### src/common/afe_cfg_pkg.sv
package afe_cfg_pkg;

  // register offsets
  localparam logic [15:0] OFS_TEMP_EXPORT   = 16'h18E6;
  localparam logic [15:0] OFS_COUPLING      = 16'h1908;
  localparam logic [15:0] OFS_FULL_SCALE    = 16'h1910;
  localparam logic [15:0] OFS_BUF_CUR_P     = 16'h1A4C;
  localparam logic [15:0] OFS_BUF_CUR_N     = 16'h1A4D;

  // reset values
  localparam logic [7:0]  RST_TEMP_EXPORT   = 8'h00;
  localparam logic [7:0]  RST_COUPLING      = 8'h00;
  localparam logic [7:0]  RST_FULL_SCALE    = 8'h0D;
  localparam logic [7:0]  RST_BUF_CUR       = 8'h1E;

  // field layout
  localparam int          DC_COUPLE_BIT     = 2;
  localparam int          FS_WIDTH          = 4;
  localparam int          BUF_CUR_WIDTH     = 6;
  localparam int          DIODE_CORE_BIT    = 6;

  // reference pin modes
  typedef enum logic [1:0] {
    REFPIN_HIGHZ,
    REFPIN_UNITY,
    REFPIN_X20,
    REFPIN_GND
  } refpin_mode_t;

  // decoded temperature export
  typedef struct packed {
    logic         core_diode;
    refpin_mode_t pin_mode;
    logic         code_valid;
  } temp_export_t;

  // full-scale range in millivolts peak-to-peak
  localparam logic [11:0] FS_MV_CODE_0      = 12'h7F8;
  localparam logic [11:0] FS_MV_CODE_A      = 12'h550;
  localparam logic [11:0] FS_MV_CODE_B      = 12'h5BE;
  localparam logic [11:0] FS_MV_CODE_C      = 12'h636;
  localparam logic [11:0] FS_MV_CODE_D      = 12'h6A4;
  localparam logic [11:0] FS_MV_CODE_E      = 12'h712;
  localparam logic [11:0] FS_MV_CODE_F      = 12'h78A;

  // buffer current mapping: 120 uA at code 6, 20 uA per code
  localparam logic [5:0]  BUF_CODE_MIN      = 6'h06;
  localparam logic [5:0]  BUF_CODE_MAX      = 6'h14;
  localparam logic [9:0]  BUF_UA_MIN        = 10'h078;
  localparam logic [9:0]  BUF_UA_PER_CODE   = 10'h014;

  // analog control bundle
  typedef struct packed {
    temp_export_t temp;
    logic         dc_coupled;
    logic [3:0]   full_scale_trim;
    logic [11:0]  full_scale_mv;
    logic         fs_valid;
  } afe_ctrl_t;

endpackage

### src/design/temp_export_decode.sv
module temp_export_decode
  import afe_cfg_pkg::*;
(
  // selection code
  input  wire logic [7:0]   code,
  // decoded control
  output temp_export_t      sel
);

  wire logic known_code;

  assign known_code = (code[7] == 1'b0) && (code[5:2] == 4'h0);
  // bit 6 picks core diode, low bits pick pin mode
  assign sel.core_diode = code[DIODE_CORE_BIT];
  assign sel.pin_mode   = known_code ? refpin_mode_t'(code[1:0]) : REFPIN_HIGHZ;
  assign sel.code_valid = known_code;

endmodule // temp_export_decode

### src/design/buffer_current_decode.sv
module buffer_current_decode
  import afe_cfg_pkg::*;
#(
  parameter int WIDTH = BUF_CUR_WIDTH
) (
  // current code
  input  wire logic [WIDTH-1:0] code,
  // current in microamps
  output logic      [9:0]       micro_amps,
  output logic                  in_range
);

  wire logic [9:0] offset_codes;

  assign in_range     = (code >= WIDTH'(BUF_CODE_MIN)) && (code <= WIDTH'(BUF_CODE_MAX))
                        && (code[0] == 1'b0);
  assign offset_codes = 10'(code) - 10'(BUF_CODE_MIN);
  assign micro_amps   = in_range ? 10'(BUF_UA_MIN + offset_codes * BUF_UA_PER_CODE)
                                 : 10'h000;

endmodule // buffer_current_decode

### src/design/analog_front_end_config_regs.sv
// Notes on behaviour
// - code 0x00 selects central diode, reference pin high impedance; all 8 bits code.
// - central diode codes 0x01 unity, 0x02 twentyfold, 0x03 pin grounded.
// - 0x40 core diode high impedance; 0x41 unity, 0x42 twentyfold.
// - 0x43 selects core diode with reference pin grounded.
// - export select is read/write and resets to zero.
// - coupling bit 2 set means dc optimised, clear ac; resets zero.
// - four-bit full-scale field resets to 0xD, 1.70 V range.
// - full-scale code zero selects 2.04 V, the largest range.
// - codes 1010, 1011, 1110, 1111 give 1.36, 1.47, 1.81, 1.93 V.
// - full-scale code 1100 gives 1.59 V.
// - positive buffer current is six-bit field resetting 0x1E, top bits reserved.
// - negative buffer current identical six-bit field resetting 0x1E.
// - current codes 00110 is 120 uA, 20 uA per code, to 10100 at 400 uA; odd codes and codes outside that range give 0 uA.
module analog_front_end_config_regs
  import afe_cfg_pkg::*;
#(
  parameter int ADDR_WIDTH = 16
) (
  // clock and reset
  input  wire logic                  clk,
  input  wire logic                  nrst,
  // register port
  input  wire logic [ADDR_WIDTH-1:0] addr,
  input  wire logic [7:0]            wdata,
  input  wire logic                  wr,
  input  wire logic                  rd,
  output logic      [7:0]            rdata,
  output logic                       addr_err,
  // analog controls
  output afe_ctrl_t                  afe_ctrl,
  output logic      [BUF_CUR_WIDTH-1:0] buf_cur_p,
  output logic      [BUF_CUR_WIDTH-1:0] buf_cur_n,
  output logic      [9:0]            buf_ua_p,
  output logic      [9:0]            buf_ua_n
);

  // stored fields
  logic [7:0]               temp_export_select;
  logic                     dc_coupling;
  logic [FS_WIDTH-1:0]      full_scale_trim;
  logic [BUF_CUR_WIDTH-1:0] cur_p;
  logic [BUF_CUR_WIDTH-1:0] cur_n;

  // decode
  wire logic       hit_temp;
  wire logic       hit_coup;
  wire logic       hit_fs;
  wire logic       hit_p;
  wire logic       hit_n;
  wire logic       hit_any;
  wire logic [7:0] read_mux;
  wire logic [7:0] next_rdata;

  function automatic logic match(input logic [ADDR_WIDTH-1:0] a, input logic [15:0] ofs);
    match = (a == ADDR_WIDTH'(ofs));
  endfunction

  assign hit_temp = match(addr, OFS_TEMP_EXPORT);
  assign hit_coup = match(addr, OFS_COUPLING);
  assign hit_fs   = match(addr, OFS_FULL_SCALE);
  assign hit_p    = match(addr, OFS_BUF_CUR_P);
  assign hit_n    = match(addr, OFS_BUF_CUR_N);
  assign hit_any  = hit_temp | hit_coup | hit_fs | hit_p | hit_n;

  // read data with reserved bits as zero
  assign read_mux =
      hit_temp ? temp_export_select :
      hit_coup ? {5'h00, dc_coupling, 2'h0} :
      hit_fs   ? {4'h0, full_scale_trim} :
      hit_p    ? {2'h0, cur_p} :
      hit_n    ? {2'h0, cur_n} :
                 8'h00;
  assign next_rdata = rd ? read_mux : 8'h00;

  // register writes
  always_ff @(posedge clk or negedge nrst) begin
    if (!nrst) begin
      temp_export_select <= RST_TEMP_EXPORT;
      dc_coupling        <= RST_COUPLING[DC_COUPLE_BIT];
      full_scale_trim    <= RST_FULL_SCALE[FS_WIDTH-1:0];
      cur_p              <= RST_BUF_CUR[BUF_CUR_WIDTH-1:0];
      cur_n              <= RST_BUF_CUR[BUF_CUR_WIDTH-1:0];
    end else if (wr) begin
      if (hit_temp) begin
        temp_export_select <= wdata;
      end
      if (hit_coup) begin
        dc_coupling <= wdata[DC_COUPLE_BIT];
      end
      if (hit_fs) begin
        full_scale_trim <= wdata[FS_WIDTH-1:0];
      end
      if (hit_p) begin
        cur_p <= wdata[BUF_CUR_WIDTH-1:0];
      end
      if (hit_n) begin
        cur_n <= wdata[BUF_CUR_WIDTH-1:0];
      end
    end
  end

  // read data one cycle later
  always_ff @(posedge clk or negedge nrst) begin
    if (!nrst) begin
      rdata    <= 8'h00;
      addr_err <= 1'b0;
    end else begin
      rdata    <= next_rdata;
      addr_err <= (rd | wr) & ~hit_any;
    end
  end

  // full-scale range lookup
  logic [11:0] fs_mv;
  logic        fs_ok;

  always_comb begin
    fs_ok = 1'b1;
    case (full_scale_trim)
      4'h0:    fs_mv = FS_MV_CODE_0;
      4'hA:    fs_mv = FS_MV_CODE_A;
      4'hB:    fs_mv = FS_MV_CODE_B;
      4'hC:    fs_mv = FS_MV_CODE_C;
      4'hD:    fs_mv = FS_MV_CODE_D;
      4'hE:    fs_mv = FS_MV_CODE_E;
      4'hF:    fs_mv = FS_MV_CODE_F;
      default: begin
        fs_mv = FS_MV_CODE_D;
        fs_ok = 1'b0;
      end
    endcase
  end

  // decoders
  temp_export_t temp_sel;

  temp_export_decode u_temp (
    .code (temp_export_select),
    .sel  (temp_sel)
  );

  buffer_current_decode #(.WIDTH(BUF_CUR_WIDTH)) u_cur_p (
    .code       (cur_p),
    .micro_amps (buf_ua_p),
    .in_range   ()
  );

  buffer_current_decode #(.WIDTH(BUF_CUR_WIDTH)) u_cur_n (
    .code       (cur_n),
    .micro_amps (buf_ua_n),
    .in_range   ()
  );

  // analog outputs
  assign afe_ctrl.temp            = temp_sel;
  assign afe_ctrl.dc_coupled      = dc_coupling;
  assign afe_ctrl.full_scale_trim = full_scale_trim;
  assign afe_ctrl.full_scale_mv   = fs_mv;
  assign afe_ctrl.fs_valid        = fs_ok;
  assign buf_cur_p                = cur_p;
  assign buf_cur_n                = cur_n;

endmodule // analog_front_end_config_regs

### config.mk
export PLATFORM = sky130hd
export DESIGN_NAME = analog_front_end_config_regs
export DESIGN_NICKNAME = d
export VERILOG_FILES = /design/src/common/afe_cfg_pkg.sv /design/src/design/temp_export_decode.sv /design/src/design/buffer_current_decode.sv /design/src/design/analog_front_end_config_regs.sv
export SDC_FILE = /design/constraint.sdc
export NUM_CORES = 1
export LEC_CHECK = 0
export BUFFER_PORTS_ARGS = -buffer_cell sky130_fd_sc_hd__buf_2
export CAP_MARGIN = 20
export CORE_MARGIN = 1
export CORE_UTILIZATION = 51
export DETAILED_ROUTE_END_ITERATION = 16
export PLACE_DENSITY_LB_ADDON = 0.2
export SKIP_LAST_GASP = 1
export SYNTH_ARGS = -nofsm -noshare
export SYNTH_HDL_FRONTEND = slang
export SYNTH_SLANG_ARGS = --single-unit
### constraint.sdc
create_clock -name clk -period 3.34 [get_ports clk]
set_clock_uncertainty 0.2 [all_clocks]
set_input_delay 0.334 -clock clk [delete_from_list [all_inputs] [get_ports clk]]
set_output_delay 0.334 -clock clk [all_outputs]
set_load 0.05 [all_outputs]
==> run summary <==
Outcome: complete, but fails checks
Violated checks: negative setup slack
DR pass1 iterations: 4
GPL Wtd Cong: 0.792
First-pass GRT wire length: 10.2 mm
Fin crit share: 106%
Ys Warns: 0
DR WL met3: 226 um
Fill count: 326
WHS Endpoint: temp_export_select[6]
Critical Path RT: 2810 ps
Async SR Flop Fraction: 100%
ANT cells: 0
Drt drc: 0
Crit-path max FO: 6
Tmin final: 3550 ps
Clock-pin slew on the worst setup and hold paths: 70 ps
Synthesized cell area: 2630 um^2
Power Density: 217 nW/um^2
HP Start: wdata[6]
Layout Utilization: 75.8%
Overflow after GRT: 0
Routed Antenna Nets: 0
Worst Path Arrival: 3010 ps
Worst path cell trace: ha_4 -> xnor2_2 -> ha_1 -> ha_2 -> inv_2 -> fa_2 -> nand2b_4 -> o2bb2ai_2 -> xnor3_1 -> and4_4 -> nor3_4 -> buf_6
Setup slack, reg-to-reg: 1570 ps
CP max stage delay: 670 ps
CTS tree: done
Die Area: 5440 um^2
Synth cell types: 50
Tightest Pin Transition: 737 ps
Most used DFF post-synth: dfrtp_1
Leak: 1.75 nW
Buffers on Ports: 81
Most frequent cells in the layout: 73 x buf_2, 29 x mux2_2, 23 x dfrtp_1, 23 x buf_4, 17 x nor2_1
FF-to-FF path depth: 6
Clock sink count: 34
Clock latency on the worst-skew pair: 290 ps
WL/cell: 14.9 um
CTS max path bufs: 2
Total Nets Final: 414
Post-Syn Area per Cell: 10.1 um^2
GRT Total Usage: 24.5%
Largest delay share family, worst path: adder cells
Hold Vio Cnt, Final: 0
Htree depth: 2
CP Buf/Inv Count: 2
Drt total wl: 6.42 mm
Reg-to-reg startpoint: buf_cur_p[2]
Fmax: 0.282 GHz
Site Rows: 25
Slowest cell on crit path: dfstp_4
Via count: 2275
VDD IR-drop max: 162 uV
Max_cap viols: 0
Synth Register Bits: 34
DP Wirelength: 4.66 mm
Pin count of the biggest net entering global routing: 35
Starting density of the core: 54.1%
Top sig layer: met4
Minimum setup slack after placement: -130 ps
CP Capture Type: output pin
Ratio of cells with drive above 1 in the final layout: 57.0%
Die H: 73.7 um
Seq/Total Area, Yosys: 32.9%
Io pins: 91
Critical path class: reg2out
RR Endpoint: rdata[2]
Hold crit path type: in2reg
Layout area overhead: 40.0%
Initial DRC Count: 80
Wire length on met1: 2.70 mm
EDFF count, synth: 0
Core area: 4850 um^2
WHS Path Cells: 2
Startpoint Class: flop
Met2 wire length: 3.40 mm
Final setup fails: 6
Num CTS Buffers: 5
Leading cell type in the layout, fill and taps excluded: buf_2
Max-slew violations: 0
Die X: 73.7 um
Initial antenna violation count: 0
RSZ-0062 raised after global routing: yes
Relative slew slack: 50.9%
Mapped Cells: 261
Number of global-route vias before repair: 2229
Vias/cell: 5.29
CTS root buffer: clkbuf_8
Setup TNS: -745 ps
Final worst slack: -207 ps
==> cell type report <==
cell class / instances / area, um^2 / share of cell area, %
multi-input combinational: 201 / 1900 / 51.7
clock inverter: 1 / 5.00 / 0.136
sequential: 34 / 880 / 23.9
timing repair buffer: 108 / 676 / 18.4
clock buffer: 7 / 86.3 / 2.35
tap: 67 / 83.8 / 2.28
inverter: 12 / 45.0 / 1.23
==> how the worst max path moves through the flow <==
| stage | start | endpoint | depth (start not counted) |
|---|---|---|---|
| 2_1_floorplan | buf_cur_n[1] | buf_ua_n[9] | 11 |
| 3_3_place_gp | buf_cur_n[1] | buf_ua_n[9] | 12 |
| 3_5_place_dp | buf_cur_n[1] | buf_ua_n[9] | 12 |
| 4_1_cts | buf_cur_p[1] | buf_ua_p[9] | 12 |
| 5_1_grt | buf_cur_p[1] | buf_ua_p[9] | 12 |
| 6_report | buf_cur_p[1] | buf_ua_p[9] | 12 |
==> synth_stat cells (2+ instances only) <==
cell type | count | area [um^2]
dfrtp_1 | 23 | 576
a2bb2oi_1 | 2 | 17.5
a21boi_0 | 2 | 15.0
buf_4 | 14 | 105
xnor2_1 | 11 | 96.3
nand3b_1 | 4 | 30.0
o21ai_0 | 6 | 30.0
ha_1 | 22 | 275
dfstp_2 | 11 | 289
and2_1 | 3 | 18.8
inv_1 | 12 | 45.0
a311oi_1 | 2 | 17.5
nand2_1 | 12 | 45.0
a222oi_1 | 3 | 30.0
xnor3_1 | 2 | 45.0
nand3_1 | 3 | 15.0
a22oi_1 | 2 | 15.0
conb_1 | 2 | 7.51
nor3b_1 | 2 | 15.0
or4_1 | 3 | 22.5
a21o_1 | 2 | 15.0
clkbuf_1 | 7 | 26.3
nor2_1 | 22 | 82.6
o2bb2ai_1 | 2 | 17.5
and4bb_2 | 2 | 25.0
and4_1 | 2 | 17.5
a31oi_1 | 3 | 18.8
a21oi_1 | 7 | 35.0
fa_1 | 2 | 40.0
and3_1 | 2 | 12.5
nand2b_1 | 3 | 18.8
or2_2 | 3 | 18.8
nor3_1 | 11 | 55.1
nand4_1 | 2 | 12.5
nor2b_1 | 2 | 12.5
xor2_1 | 6 | 52.6
mux2_2 | 29 | 327
==> power by group <==
part / switching [W] / total [W] / internal [W]
logic: 0.0000518 / 0.0000715 / 0.0000197
registers: 0.000000269 / 0.000413 / 0.000413
clock network: 0.000148 / 0.000315 / 0.000166
total: 0.000200 / 0.000799 / 0.000599
==> metrics by stage <==
step,cell area [um^2],power (W),std cells,hold WS (ps)
3_5_place_dp,3240,0.000489,414,235
3_3_place_gp,3240,0.000488,414,228
6_report,3670,0.000799,430,85.4
2_1_floorplan,2740,0.000465,268,-162
4_1_cts,3520,0.000798,425,86.7
5_1_grt,3670,0.000821,430,80.5
==> flip-flops by register name, indices dropped and copies added (netlist names) <==
name and cells:
addr_err 1, buf_cur_n 6, buf_cur_p 6, dc_coupling 1, full_scale_trim 4, rdata 8
temp_export_select 8
==> routing by layer <==
| metal | vias up | GRT usage (%) |
|---|---|---|
| met5 | - | 0 |
| met4 | 0 | 7.05 |
| met3 | 9 | 3.70 |
| met2 | 65 | 44.5 |
| met1 | 1083 | 29.8 |
| li1 | 1118 | - |
==> kinds of logic (layout without fill, tap and decap cells) <==
logic type	after synthesis	after routing	synth area share [%]
compound gates	34	34	9.20
xor+xnor	19	19	7.39
fa+ha+maj	24	24	12.0
buf+inv	33	128	6.72
flops	34	34	32.9
mux	31	31	13.4
other cells	2	9	0.286
simple gates	84	84	18.1
==> what timing repair did <==
item / 4_1_cts / 5_1_grt
hold endpoints to repair: 23 / 0
pin swaps: 17 / 21
resized for setup: 37 / 21
setup buffers: 2 / 5
hold buffers: 1 / 0
setup endpoints to repair: 8 / 8
No activity file was read; power rests on OpenSTA's default activity.
